`src/core/rie_pkg.sv`:
```
package rie_pkg;

	// register indices on the peripheral port
	localparam logic [3:0] RIE_IDX_STATUS = 4'h0;
	localparam logic [3:0] RIE_IDX_CLEAR = 4'h1;
	localparam logic [3:0] RIE_IDX_CTRL = 4'h2;
	localparam logic [3:0] RIE_IDX_SEL = 4'h3;
	localparam logic [3:0] RIE_IDX_TC_CHECK = 4'h4;
	localparam logic [3:0] RIE_IDX_AL_CHECK = 4'h5;

	// values after reset
	localparam logic [7:0] RIE_CTRL_RST = 8'h00;
	localparam logic [7:0] RIE_SEL_RST = 8'h00;
	localparam logic [7:0] RIE_CHECK_RST = 8'h00;
	localparam logic [4:0] RIE_FLAGS_RST = 5'h00;

	// selector field positions
	localparam int RIE_TSEL_LSB = 0;
	localparam int RIE_CSEL_LSB = 4;

	// selector codes
	localparam logic [1:0] RIE_TSEL_MIN = 2'h0;
	localparam logic [1:0] RIE_TSEL_HOUR = 2'h1;
	localparam logic [1:0] RIE_TSEL_MIDNIGHT = 2'h2;
	localparam logic [1:0] RIE_TSEL_NOON = 2'h3;
	localparam logic [1:0] RIE_CSEL_WEEK = 2'h0;
	localparam logic [1:0] RIE_CSEL_MONTH = 2'h1;
	localparam logic [1:0] RIE_CSEL_YEAR = 2'h2;

	// time and calendar field codes, also bit positions in the check
	localparam logic [2:0] RIE_FLD_SEC = 3'h0;
	localparam logic [2:0] RIE_FLD_MIN = 3'h1;
	localparam logic [2:0] RIE_FLD_HOUR = 3'h2;
	localparam logic [2:0] RIE_FLD_DAY = 3'h3;
	localparam logic [2:0] RIE_FLD_DATE = 3'h4;
	localparam logic [2:0] RIE_FLD_MONTH = 3'h5;
	localparam logic [2:0] RIE_FLD_YEAR = 3'h6;
	localparam logic [2:0] RIE_FLD_CENT = 3'h7;

	// alarm field codes
	localparam logic [2:0] RIE_AFLD_SEC = 3'h0;
	localparam logic [2:0] RIE_AFLD_MIN = 3'h1;
	localparam logic [2:0] RIE_AFLD_HOUR = 3'h2;
	localparam logic [2:0] RIE_AFLD_DATE = 3'h3;
	localparam logic [2:0] RIE_AFLD_MONTH = 3'h4;

	// binary limits of the bcd fields, and the two century codes in bcd
	localparam logic [7:0] RIE_MAX_SEC = 8'h3B;
	localparam logic [7:0] RIE_MAX_HOUR = 8'h17;
	localparam logic [7:0] RIE_MAX_DAY = 8'h07;
	localparam logic [7:0] RIE_MAX_MONTH = 8'h0C;
	localparam logic [7:0] RIE_MAX_YEAR = 8'h63;
	localparam logic [7:0] RIE_MAX_DATE = 8'h1F;
	localparam logic [7:0] RIE_MIN_ONE = 8'h01;
	localparam logic [7:0] RIE_CENT_LO = 8'h19;
	localparam logic [7:0] RIE_CENT_HI = 8'h20;

	typedef struct packed {
		logic cal;
		logic tim;
		logic sec;
		logic alarm;
		logic ack;
	} rie_flags_t;

	typedef struct packed {
		logic wr;
		logic [2:0] field;
		logic [7:0] data;
	} rie_fwr_t;

	typedef struct packed {
		logic [7:0] century;
		logic [7:0] year;
		logic [7:0] month;
	} rie_cal_t;

	typedef struct packed {
		logic minute;
		logic hour;
		logic midnight;
		logic noon;
		logic sunday;
		logic month_first;
		logic year_first;
	} rie_tick_t;

endpackage : rie_pkg

```
`src/core/rie_entry_check.sv`:
```
`timescale 1ns/1ps
module rie_entry_check import rie_pkg::*; (
	// field write and held calendar
	input wire logic alarm_in,
	input wire rie_fwr_t fwr_in,
	input wire rie_cal_t cal_in,
	// verdict
	output logic valid_out
);

	function automatic logic [7:0] bcd_num(input logic [7:0] b);
		bcd_num = 8'({4'h0, b[7:4]} * 8'h0A + {4'h0, b[3:0]});
	endfunction : bcd_num

	function automatic logic in_range(input logic [7:0] b,
		input logic [7:0] lo, input logic [7:0] hi);
		logic ok;
		ok = (b[7:4] <= 4'h9) && (b[3:0] <= 4'h9);
		in_range = ok && (bcd_num(b) >= lo) && (bcd_num(b) <= hi);
	endfunction : in_range

	logic leap;
	logic [7:0] days;
	logic [7:0] mnum;
	logic [7:0] ad;

	always_comb begin
		// bcd year divisible by four; 1900 is the only century miss in range
		leap = (!cal_in.year[4] && (cal_in.year[3:0] == 4'h0 ||
			cal_in.year[3:0] == 4'h4 || cal_in.year[3:0] == 4'h8)) ||
			(cal_in.year[4] && (cal_in.year[3:0] == 4'h2 ||
			cal_in.year[3:0] == 4'h6));
		if (cal_in.year == 8'h00 && cal_in.century == RIE_CENT_LO) begin
			leap = 1'b0;
		end
		mnum = bcd_num(cal_in.month);
		// stale or bad month falls back to 31 days
		case (mnum)
			8'h02: days = leap ? 8'h1D : 8'h1C;
			8'h04, 8'h06, 8'h09, 8'h0B: days = 8'h1E;
			default: days = RIE_MAX_DATE;
		endcase
		// alarm enable bit 7 is not part of the value
		ad = {1'b0, fwr_in.data[6:0]};
		valid_out = 1'b0;
		if (alarm_in) begin
			case (fwr_in.field)
				RIE_AFLD_SEC, RIE_AFLD_MIN:
					valid_out = in_range(ad, 8'h00, RIE_MAX_SEC);
				RIE_AFLD_HOUR: valid_out = in_range(ad, 8'h00, RIE_MAX_HOUR);
				RIE_AFLD_DATE:
					valid_out = in_range(ad, RIE_MIN_ONE, RIE_MAX_DATE);
				RIE_AFLD_MONTH:
					valid_out = in_range(ad, RIE_MIN_ONE, RIE_MAX_MONTH);
				default: valid_out = 1'b0;
			endcase
		end else begin
			case (fwr_in.field)
				RIE_FLD_SEC, RIE_FLD_MIN:
					valid_out = in_range(fwr_in.data, 8'h00, RIE_MAX_SEC);
				RIE_FLD_HOUR:
					valid_out = in_range(fwr_in.data, 8'h00, RIE_MAX_HOUR);
				RIE_FLD_DAY:
					valid_out = in_range(fwr_in.data, RIE_MIN_ONE, RIE_MAX_DAY);
				RIE_FLD_DATE:
					valid_out = in_range(fwr_in.data, RIE_MIN_ONE, days);
				RIE_FLD_MONTH:
					valid_out = in_range(fwr_in.data, RIE_MIN_ONE, RIE_MAX_MONTH);
				RIE_FLD_YEAR:
					valid_out = in_range(fwr_in.data, 8'h00, RIE_MAX_YEAR);
				RIE_FLD_CENT:
					valid_out = fwr_in.data == RIE_CENT_LO ||
						fwr_in.data == RIE_CENT_HI;
				default: valid_out = 1'b0;
			endcase
		end
	end

endmodule : rie_entry_check

```
`src/core/rie_irq_entry.sv`:
```
`timescale 1ns/1ps
module rie_irq_entry import rie_pkg::*; #(
	parameter int ADDR_W = 4
) (
	// clock and reset
	input wire logic clk_in,
	input wire logic rstn_in,
	// register port
	input wire logic [ADDR_W-1:0] reg_addr_in,
	input wire logic reg_wr_in,
	input wire logic [7:0] reg_wdata_in,
	output logic [7:0] reg_rdata_out,
	// status events from counters and comparators
	input wire logic update_grant_in,
	input wire logic alarm_match_in,
	input wire logic one_hz_in,
	input wire rie_tick_t tick_in,
	// field write strobes and held calendar
	input wire rie_fwr_t tc_fwr_in,
	input wire rie_fwr_t al_fwr_in,
	input wire rie_cal_t cal_in,
	// interrupt and status
	output logic irq_out,
	output rie_flags_t status_out
);

	if (ADDR_W < 3 || ADDR_W > 4) begin : g_chk
		$error("ADDR_W must be 3 or 4");
	end

	logic [7:0] ctrl_r, ctrl_nxt;
	logic [7:0] sel_r, sel_nxt;
	rie_flags_t stat_r, stat_nxt;
	logic [7:0] tc_chk_r, tc_chk_nxt;
	logic [7:0] al_chk_r, al_chk_nxt;
	logic irq_r, irq_nxt;
	logic [7:0] rdata_r, rdata_nxt;
	logic seen_r, seen_nxt;

	logic tc_ok;
	logic al_ok;
	logic tim_hit;
	logic cal_hit;
	logic [3:0] addr;
	logic [4:0] set_v;
	logic [4:0] clr_v;
	logic [1:0] tsel;
	logic [1:0] csel;

	rie_entry_check u_tc_check (
		.alarm_in(1'b0),
		.fwr_in(tc_fwr_in),
		.cal_in(cal_in),
		.valid_out(tc_ok)
	);

	rie_entry_check u_al_check (
		.alarm_in(1'b1),
		.fwr_in(al_fwr_in),
		.cal_in(cal_in),
		.valid_out(al_ok)
	);

	// control and select registers
	always_comb begin
		addr = 4'(reg_addr_in);
		ctrl_nxt = ctrl_r;
		sel_nxt = sel_r;
		seen_nxt = 1'b1;
		if (reg_wr_in && addr == RIE_IDX_CTRL) begin
			ctrl_nxt = reg_wdata_in;
		end
		if (reg_wr_in && addr == RIE_IDX_SEL) begin
			sel_nxt = reg_wdata_in;
		end
	end

	always_ff @(posedge clk_in or negedge rstn_in) begin
		if (!rstn_in) begin
			ctrl_r <= RIE_CTRL_RST;
			sel_r <= RIE_SEL_RST;
			seen_r <= 1'b0;
		end else begin
			ctrl_r <= ctrl_nxt;
			sel_r <= sel_nxt;
			seen_r <= seen_nxt;
		end
	end

	// status flags and interrupt level
	always_comb begin
		tsel = sel_r[RIE_TSEL_LSB +: 2];
		csel = sel_r[RIE_CSEL_LSB +: 2];
		case (tsel)
			RIE_TSEL_MIN: tim_hit = tick_in.minute;
			RIE_TSEL_HOUR: tim_hit = tick_in.hour;
			RIE_TSEL_MIDNIGHT: tim_hit = tick_in.midnight;
			RIE_TSEL_NOON: tim_hit = tick_in.noon;
			default: tim_hit = 1'b0;
		endcase
		// reserved code raises nothing
		case (csel)
			RIE_CSEL_WEEK: cal_hit = tick_in.sunday;
			RIE_CSEL_MONTH: cal_hit = tick_in.month_first;
			RIE_CSEL_YEAR: cal_hit = tick_in.year_first;
			default: cal_hit = 1'b0;
		endcase
		set_v = {cal_hit, tim_hit, one_hz_in, alarm_match_in,
			update_grant_in};
		clr_v = (reg_wr_in && addr == RIE_IDX_CLEAR) ?
			reg_wdata_in[4:0] : 5'h00;
		// a set in the clearing cycle wins, so no event is lost
		stat_nxt = rie_flags_t'(set_v | (stat_r & ~clr_v));
		// bit 0 gates only update grant; 1..4 the other flags
		irq_nxt = |(stat_nxt & ctrl_nxt[4:0]);
	end

	always_ff @(posedge clk_in or negedge rstn_in) begin
		if (!rstn_in) begin
			stat_r <= rie_flags_t'(RIE_FLAGS_RST);
			irq_r <= 1'b0;
		end else begin
			stat_r <= stat_nxt;
			irq_r <= irq_nxt;
		end
	end

	// sticky entry checks; only a write to a field moves its bit
	always_comb begin
		tc_chk_nxt = tc_chk_r;
		if (tc_fwr_in.wr) begin
			tc_chk_nxt[tc_fwr_in.field] = !tc_ok;
		end
		al_chk_nxt = al_chk_r;
		if (al_fwr_in.wr && al_fwr_in.field <= RIE_AFLD_MONTH) begin
			al_chk_nxt[al_fwr_in.field] = !al_ok;
		end
	end

	always_ff @(posedge clk_in or negedge rstn_in) begin
		if (!rstn_in) begin
			tc_chk_r <= RIE_CHECK_RST;
			al_chk_r <= RIE_CHECK_RST;
		end else begin
			tc_chk_r <= tc_chk_nxt;
			al_chk_r <= al_chk_nxt;
		end
	end

	// read data is registered, one cycle behind the index
	always_comb begin
		case (addr)
			RIE_IDX_STATUS: rdata_nxt = {3'h0, stat_r};
			RIE_IDX_CTRL: rdata_nxt = ctrl_r;
			RIE_IDX_SEL: rdata_nxt = sel_r;
			RIE_IDX_TC_CHECK: rdata_nxt = tc_chk_r;
			RIE_IDX_AL_CHECK: rdata_nxt = al_chk_r;
			default: rdata_nxt = 8'h00;
		endcase
	end

	always_ff @(posedge clk_in or negedge rstn_in) begin
		if (!rstn_in) begin
			rdata_r <= 8'h00;
		end else begin
			rdata_r <= rdata_nxt;
		end
	end

	assign irq_out = irq_r;
	assign reg_rdata_out = rdata_r;
	assign status_out = stat_r;
endmodule : rie_irq_entry

```
`config.mk`:
```
export PLATFORM = sky130hd
export DESIGN_NAME = rie_irq_entry
export DESIGN_NICKNAME = d
export VERILOG_FILES = /design/src/core/rie_pkg.sv /design/src/core/rie_entry_check.sv /design/src/core/rie_irq_entry.sv
export SDC_FILE = /design/constraint.sdc
export NUM_CORES = 1
export LEC_CHECK = 0
export ABC_AREA = 1
export BUFFER_PORTS_ARGS = -buffer_cell sky130_fd_sc_hd__buf_2
export CAP_MARGIN = 0
export CORE_MARGIN = 4
export CORE_UTILIZATION = 54
export CTS_CLUSTER_DIAMETER = 200
export DETAILED_ROUTE_END_ITERATION = 8
export HOLD_SLACK_MARGIN = 0.05
export MAX_ROUTING_LAYER = met4
export PLACE_DENSITY = 0.92
export SETUP_SLACK_MARGIN = 0.2
export SYNTH_ARGS = -nofsm -noshare
export SYNTH_HDL_FRONTEND = slang
export SYNTH_SLANG_ARGS = --single-unit
```
`constraint.sdc`:
```
create_clock -name clk_in -period 1.35 [get_ports clk_in]
set_input_delay 0.135 -clock clk_in [delete_from_list [all_inputs] [get_ports clk_in]]
set_output_delay 0.135 -clock clk_in [all_outputs]
set_load 0.02 [all_outputs]
```
# [Word level (Yosys, flattened, before mapping)]
# Cells that the tools add are included.
[op_classes] n_eq_ne=33 n_bitwise=4 multipliers=3 addsub=3 mux=16 reduce_logical=44 order_cmp=23
[ops] op="$pmux W8 S5" n=1
[ops] op="$ge A8 B1 Y1 const B" n=4
[ops] op="$logic_and A1 B1 Y1" n=25
[ops] op="$le A8 B5 Y1 const B" n=3
[ops] op="$add A8 B4 Y8" n=2
[ops] op="$bwmux W8" n=2
[ops] op="$eq A4 B3 Y1 const B" n=4
[ops] op="$eq A8 B3 Y1 const B" n=2
[ops] op="$eq A8 B4 Y1 const B" n=2
[ops] op="$eq A8 B5 Y1 const B" n=2
[ops] op="$le A8 B4 Y1 const B" n=2
[ops] op="$le A8 B6 Y1 const B" n=2
[ops] op="$pmux W8 S2" n=1
[ops] op="$eq A3 B3 Y1 const B" n=5
[ops] op="$mul A4 B3 Y7 const B" n=2
[ops] op="$eq A3 B2 Y1 const B" n=4
[ops] op="$eq A4 B2 Y1 const B" n=3
[ops] op="$le A4 B4 Y1 const B" n=3
[ops] op="$and A5 B5 Y5" n=2
[ops] op="$mux W5" n=2
[ops] op="$add A7 B4 Y8" n=1
[ops] op="$eq A8 B2 Y1 const B" n=1
[ops] op="$eq A8 B6 Y1 const B" n=1
[ops] op="$le A8 B3 Y1 const B" n=1
[ops] op="other kinds (28)" n=49
[totals] ff_bits=46 elab_cells=138 in_bits=73

# [Longest topological paths before layout]
[logic_depth] word_depth=13 mapped_depth=23 depth_no_buf=23

# [Modules after synthesis]
# From an unflattened synthesis, not the netlist that was laid out.
[hier_totals] hier_cells=637 hier_area_um2=4404.2
[modules_own_cells] mod="rie_entry_check" area_per_inst_um2=1123.6 cells_each=195 n_inst=2 seq_area_each_um2=0.0
[modules_own_cells] mod="rie_irq_entry" area_per_inst_um2=2157.1 cells_each=247 n_inst=1 seq_area_each_um2=1151.1

# [Least setup slack after synthesis]
# Ideal clock, no wire load.
[synth_path] path_type="in2reg" startpoint="input port cal_in[5] (netlist bit)" endpoint="register tc_chk_r[2]" path_buffers=0 required_ps=1229 path_stages=21 arrival_time_ps=2897 slack_ps=-1668 cell_sequence="ha_1 > ha_1 > fa_1 > xor2_1 > nand2_1 > nand2_1 > o21ai_0 > nor2_1 > nand2_1 > nor4_1 > ha_1 > a21oi_1 > nor2_1 > nand4_1 > nand4_1 > nand2_1 > nand2_1 > o21ai_0 > nand2_1 > nand2_1 > nand2_1"
[synth_via] elab_chain_cells=10
[synth_lines] item="start, declared" line_no="rie_irq_entry.sv:21" rtl="input wire rie_cal_t cal_in,"
[synth_lines] item="$mul A4 B3 Y7 *"
[synth_lines] item="$add A8 B4 Y8 *" line_no="rie_entry_check.sv:12" rtl="bcd_num = 8'({4'h0, b[7:4]} * 8'h0A + {4'h0, b[3:0]});"
[synth_lines] item="$eq A8 B3 Y1 or $eq A8 B4 Y1 (tied branches)"
[synth_lines] item="$reduce_or A4 Y1"
[synth_lines] item="$pmux W8 S2 *"
[synth_lines] item="$le A8 B8 Y1 *" line_no="rie_entry_check.sv:19" rtl="in_range = ok && (bcd_num(b) >= lo) && (bcd_num(b) <= hi);"
[synth_lines] item="$logic_and A1 B1 Y1 *" line_no="rie_entry_check.sv:19"
[synth_lines] item="$pmux W1 S7 *" line_no="rie_entry_check.sv:58" rtl="case (fwr_in.field)"
[synth_lines] item="$logic_not A1 Y1 *" line_no="rie_irq_entry.sv:132" rtl="tc_chk_nxt[tc_fwr_in.field] = !tc_ok;"
[synth_lines] item="$bwmux W8 *" line_no="rie_irq_entry.sv:132"
[synth_lines] item="end signal, assigned" line_no="rie_irq_entry.sv:145" rtl="tc_chk_r <= tc_chk_nxt;"
[synth_lines] item="end, declared" line_no="rie_irq_entry.sv:34" rtl="logic [7:0] tc_chk_r, tc_chk_nxt;"
# Mark *: on every way between the ends. The rest lies on a longest branch, timed or not.
# A chain may end at the register's enable or synchronous reset.

# [Final worst setup path]
[layout_path] startpoint="input port cal_in[7] (netlist bit)" endpoint="register tc_chk_r[7]"
# The elaborated chain is that of the path after synthesis.

==> impl_metrics.env <==
export IMPL_crit_required_ns=1.54
export IMPL_num_io_pins=87
export IMPL_period_needed_ns=2.73
export IMPL_design_die_area_mm2=0.00756
export IMPL_drt_first_pass_iters=4
export IMPL_place_inst=673
export IMPL_clock_tree_from_tritoncts="done"
export IMPL_detailedPlacementHpwl_um=7370
export IMPL_post_route_cells_drive_above_1_share_pct=30.9
export IMPL_die_width_um=86.9
export IMPL_drv_slew=0
export IMPL_cellPowerDensity_mw_per_mm2=928
export IMPL_violations_in_the_final_reports="setup timing"
export IMPL_placement_rows=28
export IMPL_grt_overflow_total=0
export IMPL_worst_ep_arrival_time_ns=2.92
export IMPL_actual_transition_at_the_worst_max_transition_pin_ns=0.418
export IMPL_critical_path_peak_fanout=8
export IMPL_worst_setup_path_endpoint="tc_chk_r[7]"
export IMPL_post_route_drc_count=0
export IMPL_outcome="complete, but fails checks"
export IMPL_yosys_register_bits=46
export IMPL_timing_setup_critical_path_class="primary input to register"
export IMPL_async_set_or_reset_flop_fraction_in_the_synthesized_netlist_pct=100
export IMPL_critical_path_startpoint="cal_in[7]"
export IMPL_timing_final_crit_share_pct=202
export IMPL_clk_sinks=46
export IMPL_route_vias_total=3721
export IMPL_final_antenna_net_count=0
export IMPL_clockRootBuffer="clkbuf_8"
export IMPL_globalRouteTotalUtil_pct=25.5
export IMPL_finalSetupViolations=14
export IMPL_grt_pass1_wl_um=15300
export IMPL_final_net_count=708
export IMPL_fp_coreArea_mm2=0.00599
export IMPL_path_category_of_the_worst_min_delay_check="primary input to register"
export IMPL_synthTopCellsByArea="dfrtp_1 34%, nand2_1 14%, inv_1 8.5%, ha_1 8.2%, o21ai_0 6.7%"
export IMPL_number_of_flops_mapped_to_enable_cells_by_yosys=0
export IMPL_report_final_hold_viol_count=0
export IMPL_achievable_frequency_mhz=366
export IMPL_clockBufferDepth=2
export IMPL_drt_iter0_markers=193
export IMPL_final_cell_mix="118 x nand2_1, 80 x buf_2, 73 x inv_1, 49 x buf_4, 46 x dfrtp_1"
export IMPL_numCtsBuffers=5
export IMPL_vdd_ir_drop_worst_v=0.000776
export IMPL_yosysSeqAreaShare_pct=34.2
export IMPL_timing_rr_start="sel_r[0]"
export IMPL_first_global_vias=3681
export IMPL_netlist_area_leader_share_pct=34.2
export IMPL_r2r_slack_ns=-0.07
export IMPL_timing_critical_path_to_type="register"
export IMPL_clk_latency_ns=0.30
export IMPL_post_synth_num_cell_types=34
export IMPL_worst_setup_hold_path_clk_slew_ns=0.08
export IMPL_gp_congestion=0.881
export IMPL_setup_worst_path_start_class="primary input"
export IMPL_worst_r2r_path_depth=6
export IMPL_cell_area_after_synthesis_mm2=0.00336
export IMPL_port_buffers=85
export IMPL_die_h_um=86.9
export IMPL_ys_dominant_reg_cell="dfrtp_1"
export IMPL_cts_htree_levels=2
export IMPL_hold_ws_ns=0.0539
export IMPL_synthCells=470
export IMPL_rsz0062_at_grt="yes"
export IMPL_syn_num_nets=570
export IMPL_fin_ws_ns=-1.38
export IMPL_postSynthAreaPerCell_um2=7.16
export IMPL_finalPower_mw=4.27
export IMPL_finish_cell_count_without_fillers=684
export IMPL_synth_warnings=0
export IMPL_most_common_cell_after_layout_fill_and_taps_aside="nand2_1"
export IMPL_count_of_inserted_antenna_diode_cells=0
export IMPL_postRouteWirelength_um=9210
export IMPL_vias_per_cell=5.44
export IMPL_drv_max_cap_violation_count=0
export IMPL_slew_limit_headroom_pct=72.2
export IMPL_fin_worst_skew_ns=0.00782
export IMPL_avgRoutedWirePerCell_um=13.5
export IMPL_grt_max_degree=30
export IMPL_synthDominantAreaCellType="dfrtp_1"
export IMPL_flow_area_growth_from_synthesis_pct=36.9
export IMPL_initial_utilization_pct=56.2
export IMPL_antenna_found_initial=0
export IMPL_static_power_due_to_leakage_nw=2.43
export IMPL_rr_endpoint="irq_out"
[cells in the mapped netlist (2+ instances only)]
cell       number
a221oi_1        4
or2_2           2
nand3b_1        2
xnor2_1         2
nand3_1        41
nand4_1        11
nand2_1       125
a31oi_1         2
nor3_1         10
dfrtp_1        46
o21bai_1        4
o21ai_2         2
ha_1           22
clkbuf_1        4
inv_1          76
nor2_1         36
o21ai_0        45
a21oi_1         7
o211ai_1        4
xor2_1          4
nor4_1          2
o2111ai_1       3
fa_1            5
[how the worst min path moves through the flow]
stage,start,to,slack (ns),cells after the start
after floorplan,rstn_in,al_chk_r[0],-0.16,0
after global placement,rstn_in,reg_rdata_out[5],0.09,1
after detailed placement,rstn_in,status_out[2],0.1,1
after CTS,alarm_match_in,status_out[1],0.06,3
after global routing,alarm_match_in,status_out[1],0.07,3
final,alarm_match_in,status_out[1],0.05,3
[area by class of cell]
class | instances | area [µm²]
fillers | 393 | 1390
repair buffers | 136 | 858
flip-flops and latches | 46 | 1150
clock inverters | 1 | 30.0
multi-input cells | 342 | 2110
well taps | 75 | 93.8
clock buffers | 7 | 76.3
inverters | 77 | 289
[timing repair]
action | in CTS | in global routing
hold buffers | 1 | 0
buffers inserted | 0 | 2
pin swaps | 31 | 17
gates resized for setup | 16 | 20
hold endpoints to repair | 17 | 0
endpoints found under the setup margin | 16 | 16
[where the power goes]
part | total (mW) | switching [mW] | internal (mW)
sequential | 1.75 | 0.153 | 1.60
combinational | 1.53 | 0.858 | 0.673
clock | 0.995 | 0.441 | 0.554
total | 4.27 | 1.45 | 2.82
[cells by family (layout without fill, tap and decap cells)]
kind of cell	after synthesis	after routing	share of synthesized area [%]
AO/OA/AOI/OAI	74	74	13.1
XOR/XNOR	6	6	1.56
adder cells (fa/ha/maj)	27	27	11.2
buffers and inverters	82	221	9.37
flip-flops	46	46	34.2
AND/OR/NAND/NOR	235	235	30.6
[critical path: stages]
cell,delay (ns)
buf_6,0.10
ha_4,0.23
ha_4,0.16
fa_2,0.56
and3_4,0.20
xor2_1,0.16
inv_1,0.07
buf_4,0.13
nand4_1,0.08
nand2_1,0.05
inv_1,0.05
ha_1,0.12
inv_1,0.05
a21oi_2,0.10
nor2_1,0.05
nand4_1,0.07
nand4_1,0.07
nand2_1,0.07
nand2_1,0.06
o21ai_2,0.14
nand2_2,0.12
nand2_1,0.09
nand2_1,0.05
[sequential cells by signal, indices dropped and copies added (netlist names)]
name / flops
al_chk_r: 8
ctrl_r: 8
reg_rdata_out: 8
sel_r: 8
tc_chk_r: 8
status_out: 5
irq_out: 1
[routing by layer]
metal | wire, µm | GRT usage, % | vias to the layer above
met5 | 0 | - | -
met4 | 222 | 9.77 | 0
met3 | 581 | 3.31 | 23
met2 | 4850 | 45.7 | 142
met1 | 3560 | 28.8 | 1731
li1 | - | - | 1825
[through the flow]
stage               setup slack [ns]  area, µm²  setup TNS [ns]  util, %
CTS                            -1.42       4520          -12.13     75.4
global route                   -1.61       4610          -14.38     76.9
floorplan                      -1.50       3480          -13.15        -
finish                         -1.38       4610          -11.91     76.9
global placement               -1.74       4340          -16.62     72.5
detailed placement             -1.92       4340          -18.47     72.5
(Power assumes the default switching activity.)
